==> config.mk <==
export PLATFORM = sky130hd
export DESIGN_NAME = pem_monitor
export DESIGN_NICKNAME = d
export VERILOG_FILES = /design/src/rtl/pem_pkg.sv /design/src/rtl/pem_blink.sv /design/src/rtl/pem_monitor.sv
export SDC_FILE = /design/constraint.sdc
export NUM_CORES = 1
export LEC_CHECK = 0
export ABC_AREA = 1
export BUFFER_PORTS_ARGS = -buffer_cell sky130_fd_sc_hd__buf_2
export CAP_MARGIN = 15
export CORE_UTILIZATION = 39
export CTS_CLUSTER_DIAMETER = 40
export DETAILED_ROUTE_END_ITERATION = 10
export GPL_TIMING_DRIVEN = 0
export HOLD_SLACK_MARGIN = 0.05
export REMOVE_ABC_BUFFERS = 1
export SLEW_MARGIN = 25
export SYNTH_ARGS = -nofsm -noshare
export SYNTH_HDL_FRONTEND = slang
export SYNTH_SLANG_ARGS = --single-unit
==> constraint.sdc <==
create_clock -name ref_clk -period 4.4 [get_ports ref_clk]
set_input_delay 0.44 -clock ref_clk [delete_from_list [all_inputs] [get_ports ref_clk]]
set_output_delay 0.44 -clock ref_clk [all_outputs]
set_load 0.1 [all_outputs]
==> src/rtl/pem_pkg.sv <==
// Constants shared by the printer error monitor.
package pem_pkg;
  // ==================================================
  // Clock and timing
  localparam int unsigned CLK_HZ = 100_000_000;
  localparam int unsigned CYC_PER_MS = CLK_HZ / 1000;
  localparam int unsigned MEM_CYC_MS = 200;
  localparam int unsigned CUT_SHORT_MS = 150;
  localparam int unsigned CUT_LONG_MS = 500;
  localparam int unsigned CUT_SHORT_RPT = 3;
  localparam int unsigned TEMP_CYC_MS = 1000;
  localparam int unsigned MACRO_CYC_MS = 500;
  localparam int CNT_W = 27;
  // ==================================================
  // Analog thresholds: supply in 0.1 V units, head in deg C
  localparam logic [7:0] VOLT_MIN = 8'h2A;
  localparam logic [7:0] VOLT_MAX = 8'h55;
  localparam logic signed [7:0] TEMP_LOW = 8'sh00;
  localparam logic signed [7:0] TEMP_TRIP = 8'sh41;
  localparam logic signed [7:0] TEMP_RESUME = 8'sh3C;
  // ==================================================
  // Positions of the synchronised pin inputs
  localparam int PIN_N = 7;
  localparam int PIN_CUT_EN = 0;
  localparam int PIN_CUT_PRES = 1;
  localparam int PIN_PAPER = 2;
  localparam int PIN_LEVER_UP = 3;
  localparam int PIN_PLATEN = 4;
  localparam int PIN_MECH = 5;
  localparam int PIN_LF = 6;
  // Reset value of the synchronisers matches the idle pins (paper and platen present).
  // This keeps a false paper-out or platen fault from showing just after reset.
  localparam logic [PIN_N-1:0] PIN_RST = 7'h14;
  // ==================================================
  // Types
  typedef enum logic [2:0] {
    PAT_OFF, PAT_ON, PAT_MEM, PAT_CUT, PAT_TEMP, PAT_MACRO
  } pem_pat_e;
  typedef enum logic [1:0] {
    PH_SELFTEST, PH_RUN, PH_DEAD
  } pem_phase_e;
endpackage

==> src/rtl/pem_blink.sv <==
// Error LED blink pattern generator.
`timescale 1ns/1ns
`default_nettype none
module pem_blink #(
  parameter logic [26:0] HALF_MEM = 27'h0000001,
  parameter logic [26:0] HALF_CS = 27'h0000001,
  parameter logic [26:0] HALF_CL = 27'h0000001,
  parameter logic [26:0] HALF_TEMP = 27'h0000001,
  parameter logic [26:0] HALF_MACRO = 27'h0000001
) (
  input wire logic ref_clk,
  input wire logic rst,
  input wire logic ce,
  input wire pem_pkg::pem_pat_e pattern,
  output logic ledOn
);
  typedef struct packed {
    logic [26:0] cnt;
    logic [1:0] cyc;
    logic led;
    pem_pkg::pem_pat_e pat;
  } pem_blink_s;

  pem_blink_s st_r;
  pem_blink_s st_nxt;
  logic [26:0] half;

  // ==================================================
  // Half period of the current cycle; the cutter group uses three short then one long.
  always_comb begin
    unique case (st_r.pat)
      pem_pkg::PAT_MEM: half = HALF_MEM;
      pem_pkg::PAT_CUT: half = (st_r.cyc == 2'(pem_pkg::CUT_SHORT_RPT)) ? HALF_CL : HALF_CS;
      pem_pkg::PAT_TEMP: half = HALF_TEMP;
      pem_pkg::PAT_MACRO: half = HALF_MACRO;
      default: half = HALF_MEM;
    endcase
  end

  // ==================================================
  // A new pattern other than PAT_OFF restarts with the LED lit, so a change is seen at once.
  always_comb begin
    st_nxt = st_r;
    if (pattern != st_r.pat) begin
      st_nxt.pat = pattern;
      st_nxt.cnt = '0;
      st_nxt.cyc = '0;
      st_nxt.led = (pattern != pem_pkg::PAT_OFF);
    end else if (st_r.pat == pem_pkg::PAT_OFF) begin
      st_nxt.led = 1'b0;
    end else if (st_r.pat == pem_pkg::PAT_ON) begin
      st_nxt.led = 1'b1;
    end else if (st_r.cnt >= half - 27'h0000001) begin
      st_nxt.cnt = '0;
      st_nxt.led = ~st_r.led;
      if (!st_r.led) begin
        st_nxt.cyc = (st_r.cyc == 2'(pem_pkg::CUT_SHORT_RPT)) ? 2'h0 : st_r.cyc + 2'h1;
      end
    end else begin
      st_nxt.cnt = st_r.cnt + 27'h0000001;
    end
  end

  // ==================================================
  // State register.
  always_ff @(posedge ref_clk) begin
    if (rst) begin
      st_r <= '{cnt: '0, cyc: '0, led: 1'b0, pat: pem_pkg::PAT_OFF};
    end else if (ce) begin
      st_r <= st_nxt;
    end
  end

  assign ledOn = st_r.led;
endmodule // pem_blink
`default_nettype wire

==> src/rtl/pem_monitor.sv <==
// Printer error monitor: error classification, indication and host lines.
`timescale 1ns/1ns
`default_nettype none
module pem_monitor #(
  parameter int unsigned HALF_MEM = pem_pkg::MEM_CYC_MS * pem_pkg::CYC_PER_MS / 2,
  parameter int unsigned HALF_CS = pem_pkg::CUT_SHORT_MS * pem_pkg::CYC_PER_MS / 2,
  parameter int unsigned HALF_CL = pem_pkg::CUT_LONG_MS * pem_pkg::CYC_PER_MS / 2,
  parameter int unsigned HALF_TEMP = pem_pkg::TEMP_CYC_MS * pem_pkg::CYC_PER_MS / 2,
  parameter int unsigned HALF_MACRO = pem_pkg::MACRO_CYC_MS * pem_pkg::CYC_PER_MS / 2
) (
  input wire logic ref_clk,
  input wire logic rst,
  input wire logic ce,
  // Pins, synchronised here.
  input wire logic cutterEnableSelect,
  input wire logic cutterPresent,
  input wire logic paperPresent,
  input wire logic headLeverUp,
  input wire logic platenPresent,
  input wire logic mechTypeSel,
  input wire logic lineFeedSwitch,
  // Same-clock inputs from the rest of the controller.
  input wire logic ramTestDone,
  input wire logic ramTestFail,
  input wire logic cutterLocked,
  input wire logic macroWait,
  input wire logic printerBusy,
  input wire logic [7:0] driveSupplyVoltage,
  input wire logic signed [7:0] headTemp,
  // Indicators and host lines.
  output logic errorLed,
  output logic paperOutLed,
  output logic paperEmptyLine,
  output logic fault_n_out,
  output logic busy,
  output logic haltPrint,
  output logic selfTestActive
);
  typedef struct packed {
    logic [pem_pkg::PIN_N-1:0] pinS1;
    logic [pem_pkg::PIN_N-1:0] pinS2;
    pem_pkg::pem_phase_e phase;
    logic memErr;
    logic cutErr;
    logic voltErr;
    logic lockErr;
    logic tempLow;
    logic tempHigh;
    logic lfPrev;
    logic paperOut;
    logic paperEmpty;
    logic faultN;
    logic busy;
    logic halt;
    logic selfTest;
    pem_pkg::pem_pat_e pat;
  } pem_state_s;

  pem_state_s st_r;
  pem_state_s st_nxt;
  logic [pem_pkg::PIN_N-1:0] pinRaw;
  logic noPaper;
  logic posBad;
  logic voltOut;
  logic lfEdge;
  logic running;
  logic alarm;

  assign pinRaw = {lineFeedSwitch, mechTypeSel, platenPresent, headLeverUp,
                   paperPresent, cutterPresent, cutterEnableSelect};

  // ==================================================
  // Conditions seen on the synchronised pins and on the analog readings.
  always_comb begin
    running = (st_r.phase == pem_pkg::PH_RUN);
    noPaper = ~st_r.pinS2[pem_pkg::PIN_PAPER];
    // Mechanism type low selects the lever variant, high the platen variant.
    posBad = st_r.pinS2[pem_pkg::PIN_MECH] ? ~st_r.pinS2[pem_pkg::PIN_PLATEN]
                                           : st_r.pinS2[pem_pkg::PIN_LEVER_UP];
    voltOut = (driveSupplyVoltage < pem_pkg::VOLT_MIN) ||
              (driveSupplyVoltage > pem_pkg::VOLT_MAX);
    lfEdge = st_r.pinS2[pem_pkg::PIN_LF] & ~st_r.lfPrev;
    alarm = st_r.memErr | st_r.cutErr | st_r.voltErr | st_r.lockErr |
            st_r.tempLow | st_r.tempHigh | posBad | noPaper;
  end

  // ==================================================
  // Next state: phase, latched errors, then the registered outputs.
  always_comb begin
    st_nxt = st_r;
    st_nxt.pinS1 = pinRaw;
    st_nxt.pinS2 = st_r.pinS1;
    st_nxt.lfPrev = st_r.pinS2[pem_pkg::PIN_LF];
    unique case (st_r.phase)
      pem_pkg::PH_SELFTEST: begin
        // Peripheral checks happen here only, once the RAM test reports.
        if (ramTestDone) begin
          st_nxt.memErr = ramTestFail;
          st_nxt.cutErr = st_r.pinS2[pem_pkg::PIN_CUT_EN] &
                          ~st_r.pinS2[pem_pkg::PIN_CUT_PRES];
          st_nxt.phase = ramTestFail ? pem_pkg::PH_DEAD : pem_pkg::PH_RUN;
        end
      end
      pem_pkg::PH_RUN: begin
        // Set wins over the switch clear, so a fault still present is kept.
        st_nxt.voltErr = voltOut | (st_r.voltErr & ~lfEdge);
        st_nxt.lockErr = cutterLocked | (st_r.lockErr & ~lfEdge);
        // Low limit releases at 0 C; high limit waits for 60 C.
        if (headTemp < pem_pkg::TEMP_LOW) begin
          st_nxt.tempLow = 1'b1;
        end else begin
          st_nxt.tempLow = 1'b0;
        end
        if (headTemp >= pem_pkg::TEMP_TRIP) begin
          st_nxt.tempHigh = 1'b1;
        end else if (headTemp <= pem_pkg::TEMP_RESUME) begin
          st_nxt.tempHigh = 1'b0;
        end
      end
      pem_pkg::PH_DEAD: begin
        // Memory failure has no way out but a reset.
        st_nxt.phase = pem_pkg::PH_DEAD;
      end
      default: st_nxt.phase = pem_pkg::PH_SELFTEST;
    endcase
    // Phase flag is registered with the phase so the output comes from a flip-flop.
    st_nxt.selfTest = (st_nxt.phase == pem_pkg::PH_SELFTEST);
    // The cutter error is left untouched outside the self-test phase.
    st_nxt.paperOut = noPaper;
    st_nxt.paperEmpty = noPaper;
    st_nxt.faultN = ~(alarm & ~(st_r.phase == pem_pkg::PH_SELFTEST));
    st_nxt.halt = alarm | ~running;
    st_nxt.busy = printerBusy | alarm | ~running;
    // Fixed priority: memory, cutter, head position, voltage, temperature, macro.
    if (st_r.memErr) begin
      st_nxt.pat = pem_pkg::PAT_MEM;
    end else if (st_r.cutErr | st_r.lockErr) begin
      st_nxt.pat = pem_pkg::PAT_CUT;
    end else if (running & (posBad | st_r.voltErr)) begin
      st_nxt.pat = pem_pkg::PAT_ON;
    end else if (st_r.tempLow | st_r.tempHigh) begin
      st_nxt.pat = pem_pkg::PAT_TEMP;
    end else if (running & macroWait) begin
      st_nxt.pat = pem_pkg::PAT_MACRO;
    end else begin
      st_nxt.pat = pem_pkg::PAT_OFF;
    end
  end

  // ==================================================
  // State register; a low clock enable freezes everything.
  always_ff @(posedge ref_clk) begin
    if (rst) begin
      st_r <= '{pinS1: pem_pkg::PIN_RST, pinS2: pem_pkg::PIN_RST,
                phase: pem_pkg::PH_SELFTEST, memErr: 1'b0, cutErr: 1'b0,
                voltErr: 1'b0, lockErr: 1'b0, tempLow: 1'b0, tempHigh: 1'b0,
                lfPrev: 1'b0, paperOut: 1'b0, paperEmpty: 1'b0, faultN: 1'b1,
                busy: 1'b1, halt: 1'b1, selfTest: 1'b1, pat: pem_pkg::PAT_OFF};
    end else if (ce) begin
      st_r <= st_nxt;
    end
  end

  // ==================================================
  // LED pattern generator; its output is a flip-flop of its own.
  pem_blink #(
    .HALF_MEM(HALF_MEM[26:0]),
    .HALF_CS(HALF_CS[26:0]),
    .HALF_CL(HALF_CL[26:0]),
    .HALF_TEMP(HALF_TEMP[26:0]),
    .HALF_MACRO(HALF_MACRO[26:0])
  ) u_blink (
    .ref_clk(ref_clk),
    .rst(rst),
    .ce(ce),
    .pattern(st_r.pat),
    .ledOn(errorLed)
  );

  assign paperOutLed = st_r.paperOut;
  assign paperEmptyLine = st_r.paperEmpty;
  assign fault_n_out = st_r.faultN;
  assign busy = st_r.busy;
  assign haltPrint = st_r.halt;
  assign selfTestActive = st_r.selfTest;
endmodule // pem_monitor
`default_nettype wire

==> flow_metrics.env <==
export IMPL_crit_chain="inv_1 -> nor3_1 -> inv_1 -> nor2_1 -> nor2_1 -> nand2_1 -> inv_1 -> ha_1 -> xnor2_1 -> ha_1 -> nand2_1 -> nor3_1 -> nand3_1 -> nor2_1 -> nor2_2 -> nand2_2 -> nand2_2 -> nand2_4 -> nor2_1"
export IMPL_fin_nets=608
export IMPL_ctsResizeCount=0
export IMPL_core_rowCount=34
export IMPL_syn_inst=519
export IMPL_core_um2=8850
export IMPL_root_buffer="clkbuf_8"
export IMPL_grt_start_max_net_pins=37
export IMPL_ys_types=39
export IMPL_clock_sinks=64
export IMPL_drt_iter0_markers=121
export IMPL_grt_first_pass_wirelength_mm=13.9
export IMPL_ys_flop_type="dfxtp_1"
export IMPL_wl_per_cell_um=11.8
export IMPL_mappedNetlistArea_um2=3620
export IMPL_grtUsageTotal=0.177
export IMPL_crit_path_max_incr_delay_ns=0.40
export IMPL_layout_min_cycle_time_ns=3.27
export IMPL_p_leak_nw=1.75
export IMPL_cp_slowest_cell="dfxtp_1"
export IMPL_route_vias_total=3288
export IMPL_gp_congestion=0.786
export IMPL_hold_worst_slack_ns=0.289
export IMPL_synth_top_area_cell="dfxtp_1"
export IMPL_synth_edf_count=0
export IMPL_period_share=0.743
export IMPL_area_growth_pct=12.1
export IMPL_min_delay_path_class="primary input to flop"
export IMPL_finalWirelength_mm=7.89
export IMPL_slew_viol_final=0
export IMPL_ys_ff_latch=64
export IMPL_start_kind="flop"
export IMPL_cts_max_path_buffers=2
export IMPL_holdBufCountCts=0
export IMPL_yosysWarnings=0
export IMPL_synth_top_cell_area_share=0.354
export IMPL_max_freq_mhz=306
export IMPL_tns_ns=0
export IMPL_path_class="flop to flop"
export IMPL_post_cts_setup_buffers=0
export IMPL_power_density_nw_per_um2=343
export IMPL_setup_slack_ns=1.13
export IMPL_yosysMostFrequentCell="nand2_1"
export IMPL_drtAntennaViolNets=0
export IMPL_insertedDiodeCount=0
export IMPL_pre_cts_slack_ns=1.09
export IMPL_fin_util=0.459
export IMPL_clk_pin_slew_worst_paths_ns=0.09
export IMPL_cts_tree="yes"
export IMPL_htreeDepth=3
export IMPL_antenna_found_initial=0
export IMPL_drc=0
export IMPL_start_util=0.410
export IMPL_syn_avg_cell_area_um2=6.98
export IMPL_ir_drop_mv=0.228
export IMPL_status="finished clean"
export IMPL_clkLatencyLatePin_ns=0.35
export IMPL_drive_above_1_share=0.124
export IMPL_cts_made_buffers=9
export IMPL_cp_common_cell="nor2_1"
export IMPL_synthArstFlopShare=0
export IMPL_overflow=0
export IMPL_vias_per_cell=4.94
export IMPL_rsz0062_at_grt="no"
export IMPL_dieWidth_um=98.4
export IMPL_firstDrtPassIters=4
export IMPL_drv_cap=0
export IMPL_die_h_um=98.4
export IMPL_cp_arrival_ns=3.50
export IMPL_synthTopCellsByCount="95 x nand2_1, 89 x nor2_1, 64 x dfxtp_1"
export IMPL_worstMarginPinSlew_ns=0.919
export IMPL_path_max_fanout=27
export IMPL_total_power_mw=1.40
export IMPL_grt_pass1_vias=3167
export IMPL_n_fill_cell=922
export IMPL_yosysSeqAreaShare=0.354
export IMPL_crit_path_end_kind="flop"
export IMPL_critical_path_top_delay_family="simple AND/OR/NAND/NOR gates"
export IMPL_fp_dieArea_um2=9680
export IMPL_hold_viol_final=0
export IMPL_worstPathRequired_ns=4.63
export IMPL_io_buffers=36
export IMPL_setup_viol=0
export IMPL_ioPinCount=38
export IMPL_ys_top_cells_by_area="dfxtp_1 35%, nand2_1 9.8%, nor2_1 9.2%"
export IMPL_dp_hpwl_mm=5.79
export IMPL_skew_ns=0.0136
export IMPL_path_buf_inv=3
export IMPL_max_slew_margin=0.383
==> cell families (layout without fill, tap and decap cells) <==
kind of cell,count (synthesis),count (layout),synth area share
flip-flops,64,64,0.354
buffers and inverters,74,113,0.0849
adder cells (fa/ha/maj),24,24,0.0829
AND/OR/NAND/NOR,264,264,0.322
XOR/XNOR,18,18,0.0435
AO/OA/AOI/OAI,73,73,0.111
other,2,2,0.00207
==> layout by cell type (no fill, tap or decap), types with 3 or more instances in the layout <==
master,count
nor2_2,3
buf_2,36
nand3_2,3
xnor2_1,4
dfxtp_1,64
nand2_1,95
nand3_1,28
nor2_1,89
a21oi_1,31
ha_1,24
xor2_1,14
inv_1,60
nand4_1,10
clkbuf_8,9
o21ai_0,28
nor3_2,3
nor3_1,21
nand2_2,3
a211oi_1,3
clkinvlp_4,3
==> routing by layer <==
metal	up-vias	GRT usage	part of all wire
li1	1758	-	-
met1	1449	0.210	0.47
met2	71	0.307	0.47
met3	10	0.0537	0.044
met4	0	0.0494	0.011
met5	-	0	0
==> power by group <==
part / leakage (nW) / switching [mW] / internal [mW]
logic: 1.13 / 0.171 / 0.0712
clock network: 0.0925 / 0.260 / 0.266
registers: 0.523 / 0.0195 / 0.608
==> final cells by class <==
type	count	area, um^2	share of cell area
clock buffers	9	124	0.0305
clock inverters	7	78.8	0.0194
inverters	61	229	0.0564
multi-input cells	381	2030	0.501
flip-flops and latches	64	1280	0.315
well taps	108	135	0.0333
repair buffers	36	180	0.0443
==> per-stage QoR <==
step	cell area [um^2]	cells
floorplan	3540	506
global placement	3860	650
detailed placement	3860	650
CTS	4060	666
global route	4060	666
finish	4060	666
==> tightest hold or removal path, stage by stage <==
cell	delay, ns
buf_2	0.07
nand2_1	0.04
nand3_1	0.06
==> state kept, by name (all words and copies together) (netlist names) <==
signal,cells
u_blink.st_r,32
st_r,18
st_nxt,8
paperEmptyLine,1
haltPrint,1
u_blink.ledOn,1
selfTestActive,1
busy,1
fault_n_out,1
==> final timing paths <==
kind                         from                to  slack (ns)  cells after the start
setup reg to reg  u_blink.st_r[0]  u_blink.st_r[20]        1.13                     19
hold reg to reg          st_r[22]          st_r[22]        0.46                      2
setup / recovery  u_blink.st_r[0]  u_blink.st_r[20]        1.13                     19
hold / removal      platenPresent        st_nxt[22]        0.29                      3
Power figures use the tool's default switching activity.
